--- src/inc/fcr_defines.vh ---
`ifndef FCR_DEFINES_VH
`define FCR_DEFINES_VH

// register indices as printed; byte address is four times the index
`define FCR_IDX_TAP_A_EIGHTH 12'h427
`define FCR_IDX_TAP_A_NINTH 12'h429
`define FCR_IDX_TAP_B_FIRST 12'h448
`define FCR_IDX_TAP_B_SECOND 12'h44A
`define FCR_IDX_TAP_B_THIRD 12'h44C
// mode register, own index
`define FCR_IDX_MODE 12'h460

`define FCR_ADDR_W 14
`define FCR_REG_W 16
`define FCR_COEF_W 12
`define FCR_COEF_MSB 11
`define FCR_RSVD_LSB 12
`define FCR_RESET_VAL 16'h0000
`define FCR_NUM_TAPS 5

`define FCR_RESP_OKAY 2'h0
`define FCR_RESP_SLVERR 2'h2

`endif

--- src/fcr_regs.v ---
`include "fcr_defines.vh"

module fcr_regs (
    input wire aclk, // clock, 40 MHz
    input wire aresetn, // synchronous reset, active low
    input wire [`FCR_ADDR_W-1:0] s_axi_awaddr, // write address
    input wire [2:0] s_axi_awprot, // unused
    input wire s_axi_awvalid, // write address valid
    output reg s_axi_awready, // write address ready
    input wire [31:0] s_axi_wdata, // write data
    input wire [3:0] s_axi_wstrb, // write byte strobes
    input wire s_axi_wvalid, // write data valid
    output reg s_axi_wready, // write data ready
    output reg [1:0] s_axi_bresp, // write response
    output reg s_axi_bvalid, // write response valid
    input wire s_axi_bready, // write response ready
    input wire [`FCR_ADDR_W-1:0] s_axi_araddr, // read address
    input wire [2:0] s_axi_arprot, // unused
    input wire s_axi_arvalid, // read address valid
    output reg s_axi_arready, // read address ready
    output reg [31:0] s_axi_rdata, // read data
    output reg [1:0] s_axi_rresp, // read response
    output reg s_axi_rvalid, // read valid
    input wire s_axi_rready, // read ready
    output reg single_mode, // 1: single-channel, 0: dual-channel
    output reg [`FCR_COEF_W-1:0] eq_a_tap8, // channel A / combined eighth tap
    output reg [`FCR_COEF_W-1:0] eq_a_tap9, // channel A / combined ninth tap
    output reg [`FCR_COEF_W-1:0] eq_b_tap1, // channel B first tap
    output reg [`FCR_COEF_W-1:0] eq_b_tap2, // channel B second tap
    output reg [`FCR_COEF_W-1:0] eq_b_tap3 // channel B third tap
);

    localparam [`FCR_ADDR_W-3:0] IDX_MODE = `FCR_IDX_MODE;
    localparam [(`FCR_NUM_TAPS*12)-1:0] TAP_IDX = {
        `FCR_IDX_TAP_B_THIRD, `FCR_IDX_TAP_B_SECOND, `FCR_IDX_TAP_B_FIRST,
        `FCR_IDX_TAP_A_NINTH, `FCR_IDX_TAP_A_EIGHTH};

    // tap storage, one word per coefficient register
    reg [`FCR_REG_W-1:0] tap_q [0:`FCR_NUM_TAPS-1];

    // mode bit
    reg mode_q;
    reg mode_d;

    // captured write request
    reg [`FCR_ADDR_W-1:0] awaddr_q;
    reg [`FCR_ADDR_W-1:0] awaddr_d;
    reg [31:0] wdata_q;
    reg [31:0] wdata_d;
    reg [3:0] wstrb_q;
    reg [3:0] wstrb_d;
    reg aw_have_q;
    reg aw_have_d;
    reg w_have_q;
    reg w_have_d;

    // next values of the bus outputs
    reg awready_d;
    reg wready_d;
    reg bvalid_d;
    reg [1:0] bresp_d;
    reg arready_d;
    reg rvalid_d;
    reg [31:0] rdata_d;
    reg [1:0] rresp_d;

    // read select
    reg [`FCR_REG_W-1:0] rsel_val;
    reg rsel_hit;

    // next values of the filter-side outputs
    reg single_mode_d;
    reg [`FCR_COEF_W-1:0] a_tap8_d;
    reg [`FCR_COEF_W-1:0] a_tap9_d;
    reg [`FCR_COEF_W-1:0] b_tap1_d;
    reg [`FCR_COEF_W-1:0] b_tap2_d;
    reg [`FCR_COEF_W-1:0] b_tap3_d;

    wire aw_take = s_axi_awvalid && s_axi_awready;
    wire w_take = s_axi_wvalid && s_axi_wready;
    wire b_take = s_axi_bvalid && s_axi_bready;
    wire ar_take = s_axi_arvalid && s_axi_arready;
    wire r_take = s_axi_rvalid && s_axi_rready;
    wire [`FCR_ADDR_W-3:0] widx = awaddr_q[`FCR_ADDR_W-1:2];
    wire [`FCR_ADDR_W-3:0] ridx = s_axi_araddr[`FCR_ADDR_W-1:2];
    wire do_write = aw_have_q && w_have_q && !s_axi_bvalid;
    wire [`FCR_NUM_TAPS-1:0] whit;
    wire [`FCR_NUM_TAPS-1:0] rhit;
    wire whit_mode = (widx == IDX_MODE);
    wire rhit_mode = (ridx == IDX_MODE);
    wire wmapped = (|whit) || whit_mode;

    genvar g;
    generate
        for (g = 0; g < `FCR_NUM_TAPS; g = g + 1) begin : g_tap
            reg [`FCR_REG_W-1:0] tap_d;
            assign whit[g] = (widx == TAP_IDX[g*12 +: 12]);
            assign rhit[g] = (ridx == TAP_IDX[g*12 +: 12]);
            // lanes 3:2 carry nothing here; reserved bits store but never reach the filter
            always @* begin
                tap_d = tap_q[g];
                if (do_write && whit[g]) begin
                    if (wstrb_q[0]) begin
                        tap_d[7:0] = wdata_q[7:0];
                    end
                    if (wstrb_q[1]) begin
                        tap_d[15:8] = wdata_q[15:8];
                    end
                end
            end
            always @(posedge aclk) begin
                if (!aresetn) begin
                    tap_q[g] <= `FCR_RESET_VAL;
                end else begin
                    tap_q[g] <= tap_d;
                end
            end
        end
    endgenerate

    // address half of a write, held until its response is taken
    always @* begin
        awready_d = !aw_have_q && !s_axi_awready && s_axi_awvalid;
        aw_have_d = aw_have_q;
        awaddr_d = awaddr_q;
        if (aw_take) begin
            aw_have_d = 1'b1;
            awaddr_d = s_axi_awaddr;
        end
        if (b_take) begin
            aw_have_d = 1'b0;
        end
    end

    always @(posedge aclk) begin
        if (!aresetn) begin
            s_axi_awready <= 1'b0;
            aw_have_q <= 1'b0;
            awaddr_q <= {`FCR_ADDR_W{1'b0}};
        end else begin
            s_axi_awready <= awready_d;
            aw_have_q <= aw_have_d;
            awaddr_q <= awaddr_d;
        end
    end

    // data half of a write, may arrive before or after the address
    always @* begin
        wready_d = !w_have_q && !s_axi_wready && s_axi_wvalid;
        w_have_d = w_have_q;
        wdata_d = wdata_q;
        wstrb_d = wstrb_q;
        if (w_take) begin
            w_have_d = 1'b1;
            wdata_d = s_axi_wdata;
            wstrb_d = s_axi_wstrb;
        end
        if (b_take) begin
            w_have_d = 1'b0;
        end
    end

    always @(posedge aclk) begin
        if (!aresetn) begin
            s_axi_wready <= 1'b0;
            w_have_q <= 1'b0;
            wdata_q <= 32'h00000000;
            wstrb_q <= 4'h0;
        end else begin
            s_axi_wready <= wready_d;
            w_have_q <= w_have_d;
            wdata_q <= wdata_d;
            wstrb_q <= wstrb_d;
        end
    end

    // response: one write at a time, so a held response blocks the next
    always @* begin
        bvalid_d = s_axi_bvalid;
        bresp_d = s_axi_bresp;
        if (do_write) begin
            bvalid_d = 1'b1;
            bresp_d = wmapped ? `FCR_RESP_OKAY : `FCR_RESP_SLVERR;
        end else if (b_take) begin
            bvalid_d = 1'b0;
        end
    end

    always @(posedge aclk) begin
        if (!aresetn) begin
            s_axi_bvalid <= 1'b0;
            s_axi_bresp <= `FCR_RESP_OKAY;
        end else begin
            s_axi_bvalid <= bvalid_d;
            s_axi_bresp <= bresp_d;
        end
    end

    always @* begin
        mode_d = mode_q;
        if (do_write && whit_mode && wstrb_q[0]) begin
            mode_d = wdata_q[0];
        end
    end

    always @(posedge aclk) begin
        if (!aresetn) begin
            mode_q <= 1'b0;
        end else begin
            mode_q <= mode_d;
        end
    end

    // live address is safe: the master holds araddr until the accept edge
    always @* begin
        rsel_val = {`FCR_REG_W{1'b0}};
        rsel_hit = 1'b1;
        case (rhit)
            5'h01: begin
                rsel_val = tap_q[0];
            end
            5'h02: begin
                rsel_val = tap_q[1];
            end
            5'h04: begin
                rsel_val = tap_q[2];
            end
            5'h08: begin
                rsel_val = tap_q[3];
            end
            5'h10: begin
                rsel_val = tap_q[4];
            end
            default: begin
                rsel_hit = 1'b0;
            end
        endcase
        if (rhit_mode) begin
            rsel_val = {15'h0000, mode_q};
            rsel_hit = 1'b1;
        end
    end

    // read: accept one cycle, data the next; unmapped reads return zero
    always @* begin
        arready_d = !s_axi_arready && !s_axi_rvalid && s_axi_arvalid;
        rvalid_d = s_axi_rvalid;
        rdata_d = s_axi_rdata;
        rresp_d = s_axi_rresp;
        if (ar_take) begin
            rvalid_d = 1'b1;
            rdata_d = {16'h0000, rsel_val};
            rresp_d = rsel_hit ? `FCR_RESP_OKAY : `FCR_RESP_SLVERR;
        end else if (r_take) begin
            rvalid_d = 1'b0;
        end
    end

    always @(posedge aclk) begin
        if (!aresetn) begin
            s_axi_arready <= 1'b0;
            s_axi_rvalid <= 1'b0;
            s_axi_rdata <= 32'h00000000;
            s_axi_rresp <= `FCR_RESP_OKAY;
        end else begin
            s_axi_arready <= arready_d;
            s_axi_rvalid <= rvalid_d;
            s_axi_rdata <= rdata_d;
            s_axi_rresp <= rresp_d;
        end
    end

    // same registers serve both modes; centre 18-bit tap lives elsewhere
    always @* begin
        single_mode_d = mode_q;
        a_tap8_d = tap_q[0][`FCR_COEF_MSB:0];
        a_tap9_d = tap_q[1][`FCR_COEF_MSB:0];
        b_tap1_d = tap_q[2][`FCR_COEF_MSB:0];
        b_tap2_d = tap_q[3][`FCR_COEF_MSB:0];
        b_tap3_d = tap_q[4][`FCR_COEF_MSB:0];
    end

    always @(posedge aclk) begin
        if (!aresetn) begin
            single_mode <= 1'b0;
            eq_a_tap8 <= {`FCR_COEF_W{1'b0}};
            eq_a_tap9 <= {`FCR_COEF_W{1'b0}};
            eq_b_tap1 <= {`FCR_COEF_W{1'b0}};
            eq_b_tap2 <= {`FCR_COEF_W{1'b0}};
            eq_b_tap3 <= {`FCR_COEF_W{1'b0}};
        end else begin
            single_mode <= single_mode_d;
            eq_a_tap8 <= a_tap8_d;
            eq_a_tap9 <= a_tap9_d;
            eq_b_tap1 <= b_tap1_d;
            eq_b_tap2 <= b_tap2_d;
            eq_b_tap3 <= b_tap3_d;
        end
    end

endmodule

--- config.mk ---
export PLATFORM = sky130hd
export DESIGN_NAME = fcr_regs
export DESIGN_NICKNAME = d
export VERILOG_FILES = /design/src/fcr_regs.v
export VERILOG_INCLUDE_DIRS = /design/src /design/src/inc
export SDC_FILE = /design/constraint.sdc
export NUM_CORES = 1
export LEC_CHECK = 0
export ABC_CLOCK_PERIOD_IN_PS = 2600
export BUFFER_PORTS_ARGS = -buffer_cell sky130_fd_sc_hd__buf_2
export CELL_PAD_IN_SITES_DETAIL_PLACEMENT = 0
export CELL_PAD_IN_SITES_GLOBAL_PLACEMENT = 1
export CORE_ASPECT_RATIO = 1.5
export CORE_UTILIZATION = 40
export CTS_CLUSTER_DIAMETER = 200
export CTS_CLUSTER_SIZE = 40
export DETAILED_ROUTE_END_ITERATION = 8
export MAX_ROUTING_LAYER = met4
export PLACE_DENSITY_LB_ADDON = 0.1
export SLEW_MARGIN = 20
export SYNTH_ARGS = -nofsm -noshare
export SYNTH_HDL_FRONTEND = slang
export SYNTH_SLANG_ARGS = --single-unit
--- constraint.sdc ---
create_clock -name aclk -period 2.6 [get_ports aclk]
set_input_delay 0.78 -clock aclk [delete_from_list [all_inputs] [get_ports aclk]]
set_output_delay 0.78 -clock aclk [all_outputs]
set_load 0.02 [all_outputs]
## Word-level counts from Yosys, hierarchy flattened

Memory sizes are Yosys's and may differ from the RTL's.
Index checks and enable logic that the tools add are counted.

- Eq/ne operators: 17
- Muxes and demuxes: 32
- Bitwise gates (word level): 6
- Reduce and logical (&&, ||, !) cells: 33

Operator list:

| cell | number |
|---|---|
| 2-to-1 mux 16 bit | 11 |
| == test 12 x 11 -> 1 bit, second input constant | 12 |
| 2-to-1 mux 8 bit | 10 |
| one-hot mux 16 bit (5 select lines) | 1 |
| logical AND 1 bit | 20 |
| OR reduction 5 bit | 2 |
| 2-to-1 mux 1 bit | 8 |
| zero test 1 bit | 7 |
| == test 5 x 1 -> 1 bit, second input constant | 1 |
| == test 5 x 2 -> 1 bit, second input constant | 1 |
| == test 5 x 3 -> 1 bit, second input constant | 1 |
| == test 5 x 4 -> 1 bit, second input constant | 1 |
| == test 5 bit, second input constant | 1 |
| bitwise OR 1 bit | 5 |
| 2-to-1 mux 2 bit | 2 |
| nonzero test 2 bit | 2 |
| OR reduction 2 bit | 1 |
| logical OR 1 bit | 1 |
| NOT 1 bit | 1 |

- Register bits: 121
- Bits in writable memories: 80
- Input port bits: 77
- Output and inout port bits: 102
- Word-level logic and storage cells: 109
- Memories kept: 1

Memory list:

| name | words | width | read ports | clocked after memory_dff | write ports | line | text |
|---|---|---|---|---|---|---|---|
| tap_q | 5 | 16 | 5 | 0 | 5 | fcr_regs.v:39 | `` reg [`FCR_REG_W-1:0] tap_q [0:`FCR_NUM_TAPS-1]; `` |

## Longest topological paths before layout

- Depth in word-level cells: 6
- Depth in mapped cells: 8
- Mapped depth without buffers: 5

## Worst setup path after synthesis

OpenSTA, ideal clock, no wires.

- Path type: input to register
- Start point: input s_axi_araddr[6]
- End point: register s_axi_rdata[10]
- Library setup time: 86 ps
- Arrival: 2,286 ps
- Required time: 2,514 ps
- Path slack: 228 ps
- Stages on the path: 6
- Buffers on the path: 1
- Cell sequence: nor4_1 -> nand3b_1 -> clkbuf_1 -> nor3_1 -> a21oi_1 -> a211oi_1

- Longest elaborated chain between the ends: 4
- Elaborated cells on any way between the ends: 13
- Those cells by class: eq/ne: 11; mux: 2

Ends and longest elaborated chain:

| item | line | text |
|---|---|---|
| start, declared | fcr_regs.v:17 | `` input wire [`FCR_ADDR_W-1:0] s_axi_araddr, `` |
| == test 12 x 11 -> 1 bit | fcr_regs.v:98 | `assign rhit[g] = (ridx == TAP_IDX[g*12 +: 12]);` |
| == test 5 bit (tied with other cells) | fcr_regs.v:218 | `case (rhit)` |
| one-hot mux 16 bit (5 select lines) | fcr_regs.v:218 |  |
| 2-to-1 mux 16 bit * | fcr_regs.v:238 | `if (rhit_mode) begin` |
| end signal, assigned | fcr_regs.v:268 | `s_axi_rdata <= rdata_d;` |
| end, declared | fcr_regs.v:21 | `output reg [31:0] s_axi_rdata,` |

Mark *: on every way between the ends. The rest lies on a longest branch, timed or not.
A chain may end at the register's enable or synchronous reset.

==> reports/qor.yml <==
run_status:
  status: "complete, but fails checks"
  violations: "design-rule violations"
setup_path:
  path_max_fanout: 8
  crit_family: "simple AND/OR/NAND/NOR gates"
  required_ns: 2.90
  cp.arrival_ns: 2.41
  worst-path-buf-inv: 0
  cp_slowest_stage_delay_ns: 0.55
  crit_chain: "or4b_4, nor4_4, nand2_2, or2_2, mux2i_1"
  startpoint_type: "flop"
  worst_setup_path_end_kind: "flop"
  worstSetupPathType: "flop to flop"
  crit_path_top_delay_cell: "or4b_4"
timing:
  tns_ns: 0
  rsz0062_at_grt: "no"
  drv_slew: 0
  skew_ns: 0.008676
  fin_ws_ns: 0.4933
  slew_headroom_pct: 53.63
  worst_slew_pin_slew_ns: 0.6955
  fmax_ghz: 0.4747
  fin_crit_sh_pct: 81.03
  finalCriticalPeriod_ns: 2.107
  setup_viol: 0
  finalHoldViolCount: 0
floorplanning:
  die_area_um2: 18700
  fp.dieW_um: 112.0
  core_area_um2: 17870
  initial_core_util_pct: 40.63
  die_h_um: 167.0
  row_count: 60
  ios: 179
synth:
  seq_area_frac_synth_pct: 54.33
  synth_area_per_cell_um2: 9.539
  async_flop_share_pct: 0
  yosys.area.top_type: "dfxtp_1"
  ys.flop_type: "dfxtp_1"
  synth_area_leaders: "dfxtp_1, mux2i_1, nand2_1, a21oi_1, inv_1"
  yosysMostFrequentCell: "dfxtp_1"
  synth_warnings: 0
  synthTopCellsByCount: "dfxtp_1, nand2_1, mux2i_1"
  synth_seq_cells: 197
  synth_top_area_share_pct: 54.33
  synth_enable_flop_cells: 0
  synth_cells: 761
  syn_area_um2: 7259
  synth_cell_types: 43
final_layout:
  reg_top3: "tap_q (80), s_axi_rdata (16), wdata_q (16)"
  syn2layout_area_growth_pct: 21.32
  drive_above_1_share_pct: 24.67
  largest_register_ff_count: 80
  utilization_pct: 49.29
  final_nets: 985
  top_register: "tap_q"
  diodes: 0
placed_design:
  io_buffers: 132
  dp_hpwl_um: 12940
  dp_slack_ns: 0.1032
  gp_congestion: 0.8021
routing:
  wire_per_inst_um: 15.49
  wl_um: 17620
  ant_nets: 0
  vias_per_cell: 4.882
  drt-initial-drc-count: 234
  dr.pass1.iters: 8
  drc: 12
  vias: 5551
pwr:
  leakagePower_nw: 4.061
  power_density_nw_per_um2: 660.7
  p_switching_mw: 1.326
  switching_share_pct: 22.79
  p_int_mw: 4.493
  pwr-share-comb_pct: 4.4
  ir_drop_v: 0.0003244
  p_clk_share_pct: 42.8
  seqPwrFrac_pct: 52.8
clock_network:
  post_cts_buffers: 0
  ctsResizeCount: 0
  cts_tree: "built"
  holdBufCountCts: 0
  clock_path_buffers: 2
  cts_sinks: 197
  cts_root_buf: "clkbuf_16"
  cts_made_buffers: 17
  clkTransAtPathRegs_ns: 0.07
  htreeDepth: 4
  worstSkewPairLatency_ns: 0.43
min_path:
  hold_path_class: "flop to flop"
global_route:
  grt_max_degree: 104
  antenna_found_initial: 0
  grtUsageTotal_pct: 20.14
  grt_pass1_wl_um: 28250
  grt_pass1_vias: 5398
  overflow: 0
job:
  maxCapViolations: 0
-- power groups by stage --
stage / clock network, mW / registers, mW / logic [mW]
final: 2.49 / 3.07 / 0.258
after global placement: 0 / 3.14 / 0.256
after floorplan: 0 / 3.15 / 0.161
after global routing: 2.69 / 3.07 / 0.283
after detailed placement: 0 / 3.14 / 0.260
after CTS: 2.54 / 3.07 / 0.260
-- per-layer routing --
metal / up-vias / track usage, % / share of wire (%)
li1: 2783 / - / -
met1: 2614 / 23.79 / 44
met2: 137 / 33.97 / 51
met3: 17 / 3.857 / 3.9
met4: 0 / 7.130 / 1.4
met5: - / - / 0
-- cells in the final DEF (no fill, tap or decap), drive strengths merged, types with 4 or more instances in the layout --
cell,count
nor2,26
clkbuf,23
a211oi,16
nand2,169
conb,18
a2bb2oi,14
nor4,5
clkinv,4
inv,67
buf,164
a21oi,49
nand3b,5
dfxtp,197
a22oi,14
nand2b,9
nor3,9
mux2i,83
mux2,14
-- path summary, 6_finish.rpt --
path                        startpoint                  endpoint  slack, ns  cells after the start
max          awaddr_q[13]$_SDFFE_PN0P_  tap_q[4][5]$_SDFFE_PN0P_       0.49                      5
min          s_axi_rvalid$_SDFFE_PN0P_  s_axi_arready$_SDFF_PN0_       0.45                      1
max reg2reg  awaddr_q[13]$_SDFFE_PN0P_  tap_q[4][5]$_SDFFE_PN0P_       0.49                      5
min reg2reg  s_axi_rvalid$_SDFFE_PN0P_  s_axi_arready$_SDFF_PN0_       0.45                      1
-- metrics by stage --
stage | hold WS [ns] | total power [mW] | cell area, um^2 | cells
after global placement | 0.4256 | 3.396 | 8245 | 1106
after floorplan | 0.4201 | 3.313 | 7323 | 778
after global routing | 0.4710 | 6.049 | 8807 | 1137
final | 0.4472 | 5.819 | 8807 | 1137
after detailed placement | 0.4420 | 3.401 | 8245 | 1106
after CTS | 0.4510 | 5.877 | 8807 | 1137
-- layout make-up --
class / count / area (um^2)
multi-input combinational: 463 / 2870
timing repair buffer: 164 / 915.9
fill: 1787 / 9060
clock buffer: 23 / 498.0
clock inverter: 8 / 63.81
tap: 217 / 271.5
sequential: 197 / 3944
inverter: 65 / 244.0
-- kinds of logic (layout without fill, tap and decap cells) --
kind of cell / Yosys count / count (layout) / synth area share [%]
mux: 97 / 97 / 13.62
flops: 197 / 197 / 54.33
compound gates: 106 / 106 / 9.480
buf+inv: 118 / 260 / 7.084
other cells: 1 / 18 / 0.05166
simple gates: 242 / 242 / 15.44
(Power assumes the default switching activity.)
